File: config.mk
export PLATFORM = sky130hd
export DESIGN_NAME = ass_sequencer
export DESIGN_NICKNAME = d
export VERILOG_FILES = /design/src/ass_pkg.sv /design/src/ass_sequencer.sv
export SDC_FILE = /design/constraint.sdc
export NUM_CORES = 1
export LEC_CHECK = 0
export ABC_AREA = 1
export BUFFER_PORTS_ARGS = -buffer_cell sky130_fd_sc_hd__buf_4
export CORE_MARGIN = 1
export CORE_UTILIZATION = 50
export DETAILED_ROUTE_END_ITERATION = 12
export PLACE_DENSITY = 0.65
export SETUP_SLACK_MARGIN = 0.4
export SYNTH_ARGS = -nofsm -noshare
export SYNTH_HDL_FRONTEND = slang
export SYNTH_SLANG_ARGS = --single-unit
File: constraint.sdc
create_clock -name clk -period 11.1 [get_ports clk]
set_clock_uncertainty 0.05 [all_clocks]
set_input_delay 2.22 -clock clk [delete_from_list [all_inputs] [get_ports clk]]
set_output_delay 2.22 -clock clk [all_outputs]
set_load 0.01 [all_outputs]
File: src/ass_pkg.sv
// Constants, types and state codes for the amplifier supply sequencer.
//
// Operation
// - Step mains-on, available, auxiliaries, high tension in order.
// - Gates are satisfied strictly one after another.
// - Lamps lit up to the failed step only.
// - Auxiliaries complete needs four inputs, one delayed.
// - Free-running 16 Hz tick feeds a divider.
// - Filament off clears divider, latches, output high.
// - Count latch sets 48 s after counting starts.
// - Delay complete output goes low two seconds later.
// - Both latches hold until filament input falls.
// - Low pulse on restoration resets both latches.
// - Outage under one second skips count, two-second reheat.
// - Outage over one second runs the full count.
// - Switch-off resets latches, memory lapses after one second.
// - Main contactor off releases step-start, clears timer.
`default_nettype none
package ass_pkg;
    // *************************************************************
    // Timing constants.
    // *************************************************************
    localparam int CLK_HZ        = 10_000_000; // System clock rate.
    localparam int TICK_HZ       = 16;         // Oscillator repetition rate.
    localparam int TICK_CYCLES   = CLK_HZ / TICK_HZ; // Clocks per tick.
    localparam int FIL_DELAY_S   = 48;         // Full filament delay.
    localparam int REHEAT_S      = 2;          // Reheat after the count latch.
    localparam int OUTAGE_S      = 1;          // Outage memory lifetime.
    localparam int STEP_START_MS = 100;        // Step-start delay.
    localparam int STEP_CYCLES   = (CLK_HZ / 1000) * STEP_START_MS;
    localparam logic [9:0] FIL_TICKS    = 10'(FIL_DELAY_S * TICK_HZ);
    localparam logic [9:0] REHEAT_TICKS = 10'(REHEAT_S * TICK_HZ);
    localparam logic [9:0] OUTAGE_TICKS = 10'(OUTAGE_S * TICK_HZ);
    localparam int N_GATES = 8; // Number of sequence gates and lamps.

    // *************************************************************
    // Sequence states, one per satisfied gate.
    // *************************************************************
    typedef enum logic [3:0] {
        SEQ_OFF, SEQ_MAINS_ON, SEQ_AVAILABLE, SEQ_AUX_START, SEQ_FIL_START,
        SEQ_AUX_COMPLETE, SEQ_HT_START, SEQ_SCREEN_START, SEQ_STANDBY
    } ass_seq_e;

    // Status and contactor inputs from the amplifier.
    typedef struct packed {
        logic mains_on;              // Mains present, high.
        logic supplies_normal_input; // Control supplies normal, high.
        logic aux_select;            // Auxiliaries selected by the switch.
        logic fil_bias_aux_started;  // Filament, bias, aux supplies started.
        logic fil_supply_ok;         // Filament supply healthy.
        logic bias_ok;               // Bias supply healthy.
        logic aux_supply_ok;         // Auxiliary supplies healthy.
        logic ht_select;             // High tension selected by the switch.
        logic main_contactor_input;  // Main contactor, low when energised.
        logic screen_ok;             // Final stage screen supply up.
        logic tune_complete;         // Auto-tune complete.
        logic filament_on_input;     // Filament supply on, high.
    } ass_in_s;

    // Commands and lamps toward the amplifier and metering panel.
    typedef struct packed {
        logic [N_GATES-1:0] lamps;     // Step lamps, bit 0 is mains on.
        logic fil_bias_start_cmd;      // Start filament, bias, aux supplies.
        logic ht_start_cmd;            // Start high tension.
        logic screen_start_cmd;        // Start final stage screen supply.
        logic filament_delay_complete_n; // Delay complete, active low.
        logic filament_delay_indicator;  // Delay lamp, lit high.
        logic step_start_contactor_n;    // Step-start contactor, active low.
    } ass_out_s;

    // Reset value of the output group: all off, active-low lines high.
    localparam ass_out_s OUT_RESET = '{lamps: '0, fil_bias_start_cmd: 1'b0,
        ht_start_cmd: 1'b0, screen_start_cmd: 1'b0,
        filament_delay_complete_n: 1'b1, filament_delay_indicator: 1'b0,
        step_start_contactor_n: 1'b1};

    // Idle input levels: the main contactor line rests high, de-energised,
    // so a reset never looks like a closed contactor.
    localparam ass_in_s IN_RESET = '{main_contactor_input: 1'b1, default: 1'b0};

    // Thermometer lamp pattern for a sequence state.
    function automatic logic [N_GATES-1:0] lamp_bar(input ass_seq_e s);
        logic [N_GATES:0] one;
        one = '0;
        one[int'(s)] = 1'b1;
        return N_GATES'(one - 1'b1);
    endfunction
endpackage
`default_nettype wire

File: src/ass_sequencer.sv
// Amplifier supply sequencer: gate chain, filament delay and step-start.
`timescale 1ns/1ps
`default_nettype none
module ass_sequencer #(
    parameter int TICK_CYC = ass_pkg::TICK_CYCLES, // Clocks per 16 Hz tick.
    parameter int STEP_CYC = ass_pkg::STEP_CYCLES, // Step-start delay clocks.
    parameter int FILT_CYC = ass_pkg::TICK_CYCLES  // Glitch filter length.
) (
    input  wire logic           clk,
    input  wire logic           resetn,
    input  wire ass_pkg::ass_in_s  amp_in,
    output var  ass_pkg::ass_out_s amp_out
);
    import ass_pkg::*;

    localparam int NI = $bits(ass_in_s);            // Input count.
    localparam int TW = $clog2(TICK_CYC + 1);       // Tick counter width.
    localparam int SW = $clog2(STEP_CYC + 1);       // Step counter width.
    localparam int FW = $clog2(FILT_CYC + 1);       // Filter counter width.
    localparam logic [TW-1:0] TICK_LAST = TW'(TICK_CYC - 1);
    localparam logic [SW-1:0] STEP_LAST = SW'(STEP_CYC - 1);
    localparam logic [FW-1:0] FILT_LAST = FW'(FILT_CYC - 1);

    // *************************************************************
    // Reset release.
    // *************************************************************
    logic [1:0] rst_sync_reg; // Release shifter; bit 1 is the used reset.
    logic       rst_n;        // Synchronised active-low reset.

    // Assert asynchronously, release on the second clock edge.
    always_ff @(posedge clk or negedge resetn) begin
        if (!resetn) begin
            rst_sync_reg <= 2'b00;
        end else begin
            rst_sync_reg <= {rst_sync_reg[0], 1'b1};
        end
    end
    assign rst_n = rst_sync_reg[1];

    // *************************************************************
    // Input synchroniser and glitch filter.
    // *************************************************************
    logic [NI-1:0] sync1_reg;                // First stage, read only by stage two.
    logic [NI-1:0] sync2_reg;                // Second stage.
    logic [NI-1:0] filt_reg, filt_next;      // Accepted input levels.
    logic [FW-1:0] fcnt_reg [NI];            // Per-input stability counters.
    logic [FW-1:0] fcnt_next [NI];
    ass_in_s       din;                      // Filtered inputs as a struct.

    // A new level is accepted only after standing a full filter period,
    // so a contact bounce never steps the sequence.
    always_comb begin
        filt_next = filt_reg;
        for (int i = 0; i < NI; i++) begin
            fcnt_next[i] = '0;
            if (sync2_reg[i] != filt_reg[i]) begin
                if (fcnt_reg[i] == FILT_LAST) begin
                    filt_next[i] = sync2_reg[i];
                end else begin
                    fcnt_next[i] = fcnt_reg[i] + 1'b1;
                end
            end
        end
    end

    // Registers of the input path.
    always_ff @(posedge clk or negedge rst_n) begin
        if (!rst_n) begin
            sync1_reg <= IN_RESET;
            sync2_reg <= IN_RESET;
            filt_reg  <= IN_RESET;
            for (int i = 0; i < NI; i++) begin
                fcnt_reg[i] <= '0;
            end
        end else begin
            sync1_reg <= amp_in;
            sync2_reg <= sync1_reg;
            filt_reg  <= filt_next;
            fcnt_reg  <= fcnt_next;
        end
    end
    assign din = ass_in_s'(filt_reg);

    // *************************************************************
    // Free-running 16 Hz tick.
    // *************************************************************
    logic [TW-1:0] tcnt_reg, tcnt_next; // Clocks within the tick.
    logic          tick;                // One-cycle tick strobe.

    // The oscillator never stops, so the filament, reheat and outage delays share one time base.
    always_comb begin
        tick      = (tcnt_reg == TICK_LAST);
        tcnt_next = tick ? '0 : tcnt_reg + 1'b1;
    end

    // *************************************************************
    // Filament delay and mains-fail override.
    // *************************************************************
    logic       fil_on;                    // Filament supply on.
    logic [9:0] div_reg, div_next;         // Tick divider.
    logic [9:0] reheat_reg, reheat_next;   // Ticks since the count latch.
    logic [9:0] mem_cnt_reg, mem_cnt_next; // Ticks spent off with memory.
    logic       count_latch_reg, count_latch_next;
    logic       delay_complete_latch_reg, delay_complete_latch_next;
    logic       mem_reg, mem_next;         // Short-outage memory.

    // The memory stands in for the charged capacitor: it is armed once
    // the delay completes and lapses after one second with the filament off.
    always_comb begin
        fil_on                    = din.filament_on_input;
        div_next                  = div_reg;
        reheat_next               = reheat_reg;
        mem_cnt_next              = mem_cnt_reg;
        count_latch_next          = count_latch_reg;
        delay_complete_latch_next = delay_complete_latch_reg;
        mem_next                  = mem_reg;
        if (!fil_on) begin
            div_next                  = '0;
            reheat_next               = '0;
            count_latch_next          = 1'b0;
            delay_complete_latch_next = 1'b0;
            if (mem_reg && tick) begin
                if (mem_cnt_reg == OUTAGE_TICKS - 1'b1) begin
                    mem_next     = 1'b0;
                    mem_cnt_next = '0;
                end else begin
                    mem_cnt_next = mem_cnt_reg + 1'b1;
                end
            end
        end else begin
            mem_cnt_next = '0;
            if (!count_latch_reg) begin
                if (mem_reg) begin
                    count_latch_next = 1'b1;
                end else if (tick) begin
                    if (div_reg == FIL_TICKS - 1'b1) begin
                        count_latch_next = 1'b1;
                    end
                    div_next = div_reg + 1'b1;
                end
            end else if (!delay_complete_latch_reg && tick) begin
                if (reheat_reg == REHEAT_TICKS - 1'b1) begin
                    delay_complete_latch_next = 1'b1;
                end
                reheat_next = reheat_reg + 1'b1;
            end
            if (delay_complete_latch_reg) begin
                mem_next = 1'b1;
            end
        end
    end

    // *************************************************************
    // High-tension step-start delay.
    // *************************************************************
    logic          cont_on;              // Main contactor energised.
    logic [SW-1:0] step_reg, step_next;  // Clocks since contactor closed.
    logic          step_done;            // Delay elapsed.

    // The timer restarts from zero at every closure, limiting inrush.
    always_comb begin
        cont_on   = !din.main_contactor_input;
        step_done = (step_reg == STEP_LAST);
        step_next = step_reg;
        if (!cont_on) begin
            step_next = '0;
        end else if (!step_done) begin
            step_next = step_reg + 1'b1;
        end
    end

    // *************************************************************
    // Sequence gate chain.
    // *************************************************************
    ass_seq_e           state_reg, state_next; // Current step.
    logic [N_GATES-1:0] gate;                  // Gate conditions, in order.
    int                 depth;                 // Leading satisfied gates.

    // A gate counts only if all before it hold; the state climbs one
    // step per clock and falls straight back to the last good step.
    always_comb begin
        gate[0] = din.mains_on;
        gate[1] = din.supplies_normal_input;
        gate[2] = din.aux_select;
        gate[3] = din.fil_bias_aux_started;
        gate[4] = din.fil_supply_ok && din.bias_ok && din.aux_supply_ok
                  && delay_complete_latch_reg;
        gate[5] = din.ht_select && cont_on;
        gate[6] = din.screen_ok;
        gate[7] = din.tune_complete;
        depth = 0;
        for (int i = 0; i < N_GATES; i++) begin
            if (depth == i && gate[i]) begin
                depth = i + 1;
            end
        end
        if (depth > int'(state_reg)) begin
            state_next = ass_seq_e'(state_reg + 1'b1);
        end else begin
            state_next = ass_seq_e'(4'(depth));
        end
    end

    // *************************************************************
    // Output stage.
    // *************************************************************
    ass_out_s out_next; // Next value of the output group.

    // All outputs leave from flip-flops; each lags its cause by one clock.
    always_comb begin
        out_next.lamps              = lamp_bar(state_reg);
        out_next.fil_bias_start_cmd = (state_reg >= SEQ_AUX_START);
        out_next.ht_start_cmd       = (state_reg >= SEQ_AUX_COMPLETE);
        out_next.screen_start_cmd   = (state_reg >= SEQ_HT_START);
        out_next.filament_delay_complete_n = !delay_complete_latch_reg;
        out_next.filament_delay_indicator  = delay_complete_latch_reg;
        out_next.step_start_contactor_n    = !(cont_on && step_done);
    end

    // Registers of the timing, sequence and output groups.
    always_ff @(posedge clk or negedge rst_n) begin
        if (!rst_n) begin
            tcnt_reg                 <= '0;
            div_reg                  <= '0;
            reheat_reg               <= '0;
            mem_cnt_reg              <= '0;
            count_latch_reg          <= 1'b0;
            delay_complete_latch_reg <= 1'b0;
            mem_reg                  <= 1'b0;
            step_reg                 <= '0;
            state_reg                <= SEQ_OFF;
            amp_out                  <= OUT_RESET;
        end else begin
            tcnt_reg                 <= tcnt_next;
            div_reg                  <= div_next;
            reheat_reg               <= reheat_next;
            mem_cnt_reg              <= mem_cnt_next;
            count_latch_reg          <= count_latch_next;
            delay_complete_latch_reg <= delay_complete_latch_next;
            mem_reg                  <= mem_next;
            step_reg                 <= step_next;
            state_reg                <= state_next;
            amp_out                  <= out_next;
        end
    end
endmodule
`default_nettype wire

# Yosys cells after proc, flatten, opt, wreduce, memory -nomap -nowiden
# Index checks and enable logic that the tools add are counted.
dict set report word_totals {
  output_inout_bits 14
  input_bits 14
  ff_bits 369
  wordCells 209
}
dict set report op_classes {
  muxes 61
  eq_ne 44
  magnitude_cmp 6
  n_addsub 19
  reduce_logical 36
}
# operator count
set ops {}
lappend ops {{$mux 20} 27}
lappend ops {{$add 20x1->20 const B} 14}
lappend ops {{$eq 20x20->1 const B} 14}
lappend ops {{$mux 32} 7}
lappend ops {{$eq 32x4->1 const B} 4}
lappend ops {{$mux 10} 10}
lappend ops {{$eq 32x3->1 const B} 2}
lappend ops {{$eq 32x2->1 const B} 1}
lappend ops {{$gt 32x5->1} 1}
lappend ops {{$add 10x1->10 const B} 3}
lappend ops {{$reduce_and 2->1} 13}
lappend ops {{$logic_and 1x1->1} 15}
lappend ops {{$mux 1} 15}
lappend ops {{$ne 1x1->1} 12}
lappend ops {{$eq 10x10->1 const B} 1}
lappend ops {{$eq 10x4->1 const B} 1}
lappend ops {{$eq 10x5->1 const B} 1}
lappend ops {{$ne 2x1->1 const B} 5}
lappend ops {{$reduce_and 3->1} 3}
lappend ops {{$ge 4x3->1 const B} 2}
lappend ops {{$sub 8x1->8 const B} 1}
lappend ops {{$ne 2x2->1 const B} 3}
lappend ops {{$lt 4x5->1 const B} 1}
lappend ops {{$add 4x1->4 const B} 1}
lappend ops {{6 further kinds} 9}

# Depth between registers and ports, before layout
# Gate-level depths: netlist of the first run.
dict set report logic_depth {
  depth_word 24
  ltp_mapped 15
  ltp_nobuf 15
}

# Worst setup path before layout of the first run
# OpenSTA, ideal clock, no wires.
dict set report synth_path {
  path_kind {register to output}
  startpoint {register amp_out[0] (netlist bit)}
  endpoint {output amp_out[0] (netlist bit)}
  setup_slack_ns 8.310
  path_buffers 0
  t_arrival_ns 0.520
  path_stages_with_launch 1
  required_ns 8.830
  path_cell_list {dfstp_2}
}
# element line_no
set synth_rtl {}
lappend synth_rtl {{from (decl)} ass_sequencer.sv:12} ;# output var ass_pkg::ass_out_s amp_out
lappend synth_rtl {{from (signal assigned)} ass_sequencer.sv:243} ;# amp_out <= out_next;
# No word-level cell between the ends.

# Worst setup path in the final report of the first run
dict set report layout_path {
  startpoint {register amp_out[2] (netlist bit)}
  endpoint {output amp_out[2] (netlist bit)}
}
# No word-level cell between the ends.

==> results of run 1 <==
==> report_power, final <==
group	leakage (nW)	switching, mW	internal, mW
Clock	0.725	0.560	0.905
Sequential	5.03	0.0197	1.36
Combinational	4.06	0.0507	0.0163
Total	9.82	0.630	2.28
==> metrics by stage <==
step	instances	hold slack, ns	area, um^2
floorplan	2816	0.281	20500
global placement	3347	0.282	21300
detailed placement	3347	0.285	21300
CTS	3427	0.299	22800
global route	3427	0.313	22800
finish	3427	0.296	22800
==> cell families (layout without fill, tap and decap cells) <==
logic type / after synthesis / after routing
compound gates: 88 / 88
xor+xnor: 165 / 165
fa+ha+maj: 27 / 27
buf+inv: 324 / 410
flops: 369 / 369
other cells: 1 / 1
simple gates: 1842 / 1842
==> final cells by class <==
class | count | area (um^2) | share of cell area (%)
tap | 525 | 657 | 2.88
clock inverter | 20 | 251 | 1.10
multi-input combinational | 2123 | 10100 | 44.1
clock buffer | 60 | 1250 | 5.47
timing repair buffer | 31 | 245 | 1.07
sequential | 369 | 9240 | 40.5
inverter | 299 | 1120 | 4.92
==> metal layers <==
layer | up-vias | share of wire [%] | global-route usage (%)
met5 | - | 0 | 0
met4 | 0 | 2.6 | 7.20
met3 | 72 | 3.9 | 3.13
met2 | 298 | 46 | 35.8
met1 | 8000 | 48 | 29.7
li1 | 8990 | - | -
==> cells in the mapped netlist (27+ instances only) <==
| cell | count | area share (%) |
|---|---|---|
| sky130_fd_sc_hd__ha_1 | 27 | 1.6 |
| sky130_fd_sc_hd__a21oi_1 | 47 | 1.1 |
| sky130_fd_sc_hd__dfrtp_1 | 364 | 44 |
| sky130_fd_sc_hd__nand4_1 | 87 | 2.6 |
| sky130_fd_sc_hd__nand3_1 | 234 | 5.7 |
| sky130_fd_sc_hd__nand2_1 | 720 | 13 |
| sky130_fd_sc_hd__inv_1 | 295 | 5.4 |
| sky130_fd_sc_hd__nor3_1 | 70 | 1.7 |
| sky130_fd_sc_hd__o21ai_0 | 30 | 0.73 |
| sky130_fd_sc_hd__nor2_1 | 653 | 12 |
| sky130_fd_sc_hd__xor2_1 | 151 | 6.4 |
==> worst paths after layout <==
kind | start | to | slack, ns | cells after the start
setup / recovery | amp_out[2] | amp_out[2] | 7.64 | 1
min in group asynchronous | rst_sync_reg[1] | fcnt_reg[238] | 0.41 | 0
hold / removal | sync1_reg[5] | sync2_reg[5] | 0.30 | 0
hold reg to reg | sync1_reg[5] | sync2_reg[5] | 0.30 | 0
setup reg to reg | delay_complete_latch_reg | state_reg[2] | 8.64 | 13
max in group asynchronous | rst_sync_reg[1] | fcnt_reg[156] | 9.09 | 1
==> implementation parameters, run 1 <==
Parameter                              Value

Status
  Status ... finished clean

Flow run
  Max_cap viols ... 0

Logic synthesis
  Synthesized area ... between 20000 and 25000 um^2
  Mux contribution to synthesized area ... 0%
  Simple-gate area share of the yosys netlist ... 38.0%
  Largest family of logic cells by synthesized area ... simple AND/OR/NAND/NOR gates
  XOR/XNOR share of the synthesized area ... roughly 7.0%
  Fraction of the mapped netlist area in compound gates ... 2.29%
  Sequential-to-total area share from yosys stat ... 45.0%
  Post-synthesis cell type count ... 33
  Gate count after technology mapping ... 2816
  Number of synthesized flops with an enable pin ... 0
  Mean instance size in the synthesized netlist ... 7.30 um^2
  Primary flip-flop cell chosen by synthesis mapping ... sky130_fd_sc_hd__dfrtp_1
  Arithmetic-cell share of the synthesized area counting full adders, half adders and majority gates ... 1.64%
  Async set-reset flop share out of synthesis ... between 90% and 100%
  Syn_nets ... about 2900
  Total of flip-flops plus latches after synthesis ... 369
  Number of warning messages in the yosys log ... 0

Detailed routing
  Average wire per standard cell ... 12.7 um
  Number of detailed-route iterations in the first pass ... 5
  Count of antenna-violating nets left after detailed routing ... 0
  Routed vias ... roughly 17000
  Initial drt markers ... between 1000 and 1500
  Total DRC errors in the routed layout ... 0
  Number of vias per cell ... slightly above 5
  Sum of routed wire length over all layers ... between 40000 and 50000 um

STA
  Setup_tns ... 0 ns
  Final count of negative-setup-slack endpoints ... 0
  Final hold violation count ... 0
  Max frequency ... 289 MHz
  RSZ-0062 raised after global routing ... no
  Final worst-path cycle share ... 31.2%
  Pin slew with the least headroom to its limit ... 1.01 ns
  Relative slew slack ... approximately 33%
  Final Worst Setup Slack ... 7.64 ns
  Minimum period implied by the final worst setup slack ... 3.46 ns
  Max-slew violation total from the final report ... 0

Setup path
  Cell with the largest stage delay on the worst path ... sky130_fd_sc_hd__dfstp_2
  Critical path capture point type ... primary output
  List of cells traversed by the critical path ... buf_4
  Critical path class ... reg2out
  Kind of launch point of the worst setup path ... register
  Data required time of the critical path ... 8.83 ns
  CP max stage delay ... 0.52 ns
  Worst Path Arrival ... 1.19 ns
  CP Buf/Inv Count ... 1
  Maximum fanout along the worst path ... 1
  Cell family with the largest share of critical-path delay ... flip-flops

Final layout
  Commonest cells after routing, fill and taps aside ... sky130_fd_sc_hd__nand2_1, sky130_fd_sc_hd__nor2_1, sky130_fd_sc_hd__dfrtp_1, sky130_fd_sc_hd__inv_1, sky130_fd_sc_hd__nand3_1
  Inserted Diodes ... 0
  Flip-flop count of the largest register, all copies and words added ... 240
  Net count of the finished layout ... ~2900
  Utilization after layout ... 56.9%
  Fraction of layout cells with a size suffix above 1 ... 5.38%
  Commonest non-fill, non-tap cell in the layout ... sky130_fd_sc_hd__nand2_1
  Number of inserted filler cells in the final layout ... 3712
  Synthesis-to-layout area growth ... 11.1%

Clocking
  Cts hold-fix bufs ... 0
  Number of buffers created by CTS ... 43
  Maximum level of the CTS H-tree ... 2
  Post-cts sizing count ... 0
  Sink Count ... 369
  CTS root buf ... sky130_fd_sc_hd__clkbuf_16
  Clock tree from TritonCTS ... done
  Clock insertion delay at the later pin of the skew report ... 0.57 ns
  Total setup buffers inserted after CTS ... 0
  Bufs on Longest Clock Path ... 3
  Reg clk slew, reported paths ... roughly 0.06 ns

Die
  Standard-cell rows ... 73
  Boundary Pins ... 28
  Floorplan die area ... 41900 um^2
  Placeable core region ... 40100 um^2
  DIE WIDTH ... a little over 200 um
  Vertical extent of the die ... 205 um
  Effective utilization at floorplan ... 51.2%

Pwr
  Leakage power total ... 9.82 nW
  Power density normalized to cell area ... 128 nW/um^2
  Sum of internal, switching and leakage power ... approximately 2.9 mW
  Max IR drop VDD ... approximately 0.00012 V

Placement
  Placer congestion estimate ... 0.902
  Worst slack at placement ... 8.22 ns
  Port bufs ... 27
  Half-perimeter wire length after placement ... 31200 um

GRT
  Global-route wire length before repair ... a little under 80000 um
  Total gr overflow ... 0
  Overall routing resource usage ... between 20% and 30%
  Number of global-route vias before repair ... 16700
  Maximum number of pins on one net before global-route repair ... 192
  Initial antenna violation count ... 0

Min path
  Worst Hold Class ... reg2reg
Power figures use the tool's default switching activity.
==> run 2, diff against run 1 <==
--- a/config.mk
+++ b/config.mk
@@ -10,7 +10,7 @@
 export CORE_MARGIN = 1
 export CORE_UTILIZATION = 50
 export DETAILED_ROUTE_END_ITERATION = 12
-export PLACE_DENSITY = 0.65
+export PLACE_DENSITY = 0.63
 export SETUP_SLACK_MARGIN = 0.4
 export SYNTH_ARGS = -nofsm -noshare
 export SYNTH_HDL_FRONTEND = slang
==> constraint.sdc (replaced) <==
create_clock -name clk -period 3.35 [get_ports clk]
set_clock_uncertainty 0.05 [all_clocks]
set_input_delay 0.67 -clock clk [delete_from_list [all_inputs] [get_ports clk]]
set_output_delay 0.67 -clock clk [all_outputs]
set_load 0.01 [all_outputs]
==> implementation parameters, run 2 (synthesized netlist as in run 1, its figures left out) <==
Parameter                              Value

Final layout
  Fraction of layout cells with a size suffix above 1 ... 5.50% (was 5.38%)
  Post-layout instance area ... 22900 um^2 (was 22800 um^2)
  Net count of the finished layout ... 2917 (was 2908)
  Commonest cells after routing, fill and taps aside ... sky130_fd_sc_hd__nand2_1, sky130_fd_sc_hd__nor2_1, sky130_fd_sc_hd__dfrtp_1, sky130_fd_sc_hd__inv_1, sky130_fd_sc_hd__nand3_1 (unchanged)
  Flip-flop count of the largest register, all copies and words added ... 240 (unchanged)
  Inserted Diodes ... 0 (unchanged)
  Commonest non-fill, non-tap cell in the layout ... sky130_fd_sc_hd__nand2_1 (unchanged)
  Synthesis-to-layout area growth ... 11.3% (was 11.1%)
  Final std cells w/o fill ... 3432 (was 3427)
  Utilization after layout ... 57.1% (was 56.9%)

Die
  Placeable core region ... 40100 um^2 (unchanged)
  Floorplan die area ... 41900 um^2 (unchanged)
  Standard-cell rows ... 73 (unchanged)
  Boundary Pins ... 28 (unchanged)
  DIE WIDTH ... 205 um (unchanged)
  Vertical extent of the die ... 205 um (unchanged)
  Effective utilization at floorplan ... 51.2% (unchanged)

Clocking
  Bufs on Longest Clock Path ... 3 (unchanged)
  Number of buffers created by CTS ... 44 (was 43)
  Clock insertion delay at the later pin of the skew report ... 0.56 ns (was 0.57 ns)
  Reg clk slew, reported paths ... 0.06 ns (about the same)
  Maximum level of the CTS H-tree ... 2 (unchanged)
  Post-cts sizing count ... 0 (unchanged)
  Sink Count ... 369 (unchanged)
  CTS root buf ... sky130_fd_sc_hd__clkbuf_16 (unchanged)
  Clock tree from TritonCTS ... done (unchanged)

GRT
  Initial antenna violation count ... 0 (unchanged)
  Total gr overflow ... 0 (unchanged)
  Global-route wire length before repair ... 77500 um (was 77000 um)
  Maximum number of pins on one net before global-route repair ... 54 (was 192)
  Overall routing resource usage ... 22.1% (was 21.9%)
  Number of global-route vias before repair ... 16900 (was 16700)

STA
  Final worst-path cycle share ... a little over 70%
  Minimum period implied by the final worst setup slack ... 2.42 ns
  Setup_tns ... 0 ns (unchanged)
  Final hold violation count ... 0 (unchanged)
  Final count of negative-setup-slack endpoints ... 0 (unchanged)
  Pin slew with the least headroom to its limit ... 1.03 ns (was 1.01 ns)
  RSZ-0062 raised after global routing ... no (unchanged)
  Max frequency ... ~410 MHz
  Relative slew slack ... 31.2% (was 32.7%)
  Max-slew violation total from the final report ... 0 (unchanged)

Setup path
  List of cells traversed by the critical path ... nand3_1 > nor2_1 > nand3_1 > nand2_1 > nand3_1 > a21oi_1 > ha_1 > a21oi_1 > o21ai_0 > nand2_1 > inv_1 > o21ai_0 > nand2_1 (was buf_4)
  Maximum fanout along the worst path ... 6 (was 1)
  Worst r2r dst ... state_reg[2] (unchanged)
  Cell with the largest stage delay on the worst path ... sky130_fd_sc_hd__dfrtp_1 (was sky130_fd_sc_hd__dfstp_2)
  Critical path class ... reg2reg (was reg2out)
  R2R Path Start ... din[7] (was delay_complete_latch_reg)
  Worst Reg2Reg Path Length in Cells ... 13 (unchanged)
  Kind of launch point of the worst setup path ... register (unchanged)
  FF-to-FF setup slack ... 0.93 ns (was 8.64 ns)
  Data required time of the critical path ... 3.73 ns (was 8.83 ns)
  Critical path capture point type ... register (was primary output)
  Worst Path Arrival ... 2.80 ns (was 1.19 ns)
  CP max stage delay ... 0.38 ns (was 0.52 ns)

Pwr
  Power density normalized to cell area ... 413 nW/um^2 (was 128 nW/um^2)
  Max IR drop VDD ... 0.000398 V (was 0.000115 V)
  Leakage power total ... 9.86 nW (was 9.82 nW)

Min path
  Worst Hold Endpoint ... sync1_reg[0] (was sync2_reg[5])
  Startpoint of the most critical hold path ... amp_in[0] (was sync1_reg[5])
  Worst Hold Depth ... 1 (was 0)
  Worst Hold Class ... in2reg (was reg2reg)

Placement
  Half-perimeter wire length after placement ... 32100 um (was 31200 um)
  Port bufs ... 27 (unchanged)
  Placement-stage cell area ... 21500 um^2 (was 21300 um^2)
  Placer congestion estimate ... 0.912 (was 0.902)
  Post-placement cell count ... 3354 (was 3347)

Flow run
  Max_cap viols ... 0 (unchanged)

Detailed routing
  Initial drt markers ... 910 (was 1030)
  Number of detailed-route iterations in the first pass ... 5 (unchanged)
  Number of vias per cell ... 5.08 (was 5.07)
  Count of antenna-violating nets left after detailed routing ... 0 (unchanged)
  Sum of routed wire length over all layers ... 43900 um (was 43500 um)
  Total DRC errors in the routed layout ... 0 (unchanged)
  Average wire per standard cell ... 12.8 um (was 12.7 um)
  Routed vias ... 17500 (was 17400)

Status
  Status ... finished clean (unchanged)
-- run 2: layout make-up --
class / instances / area, um^2
Clock buffer: 56 / 1220
Clock inverter: 21 / 191
Fill cell: 3721 / 17200
Inverter: 299 / 1120
Multi-Input combinational cell: 2123 / 10100
Sequential cell: 369 / 9240
Tap cell: 525 / 657
Timing Repair Buffer: 39 / 383
-- run 2: where the power goes --
group | switching (mW) | internal, mW
clock network | 1.83 | 2.79
logic | 0.177 | 0.0701
registers | 0.0619 | 4.51
total | 2.07 | 7.37
-- run 2: through the flow --
stage | total power, mW | setup slack [ns] | hold WS [ns]
after global routing | 9.86 | 0.622 | 0.139
final | 9.45 | 0.932 | 0.168
after floorplan | 4.80 | -0.334 | 0.281
after CTS | 9.63 | 0.894 | 0.124
after global placement | 4.90 | 0.938 | 0.282
after detailed placement | 4.91 | 0.896 | 0.286
-- run 2: worst max path at each step --
stage | from | to | slack, ns | cells past startpoint
floorplan | rst_sync_reg[1] | amp_out[10] | -0.33 | 0
global placement | din[6] | state_reg[2] | 0.94 | 13
detailed placement | din[6] | state_reg[2] | 0.90 | 13
CTS | din[7] | state_reg[2] | 0.89 | 13
global route | din[6] | state_reg[2] | 0.62 | 13
finish | din[7] | state_reg[2] | 0.93 | 13
-- run 2: per-layer routing --
metal  share of wire [%]  vias to the layer above  global-route usage (%)  wire, um
met1                  48                     8106                    30.3     21000
li1                    -                     8993                       -         -
met4                 2.4                        0                    7.30      1040
met5                   0                        -                       0         0
met3                 3.9                       86                    3.09      1710
met2                  46                      265                    35.8     20200
-- run 2: repair_timing --
action	in CTS	in global routing
setup buffers	0	0
endpoints found under the hold margin	2	0
hold buffers	1	0
-- run 2: worst max-delay path, delay by kind of cell, from the launching register on --
kind	cells	cell delay (ns)
AOI/OAI and AO/OA	4	0.44
adders and majority gates	1	0.27
buffers and inverters	1	0.09
DFF	1	0.38
and+or+nand+nor	7	1.07
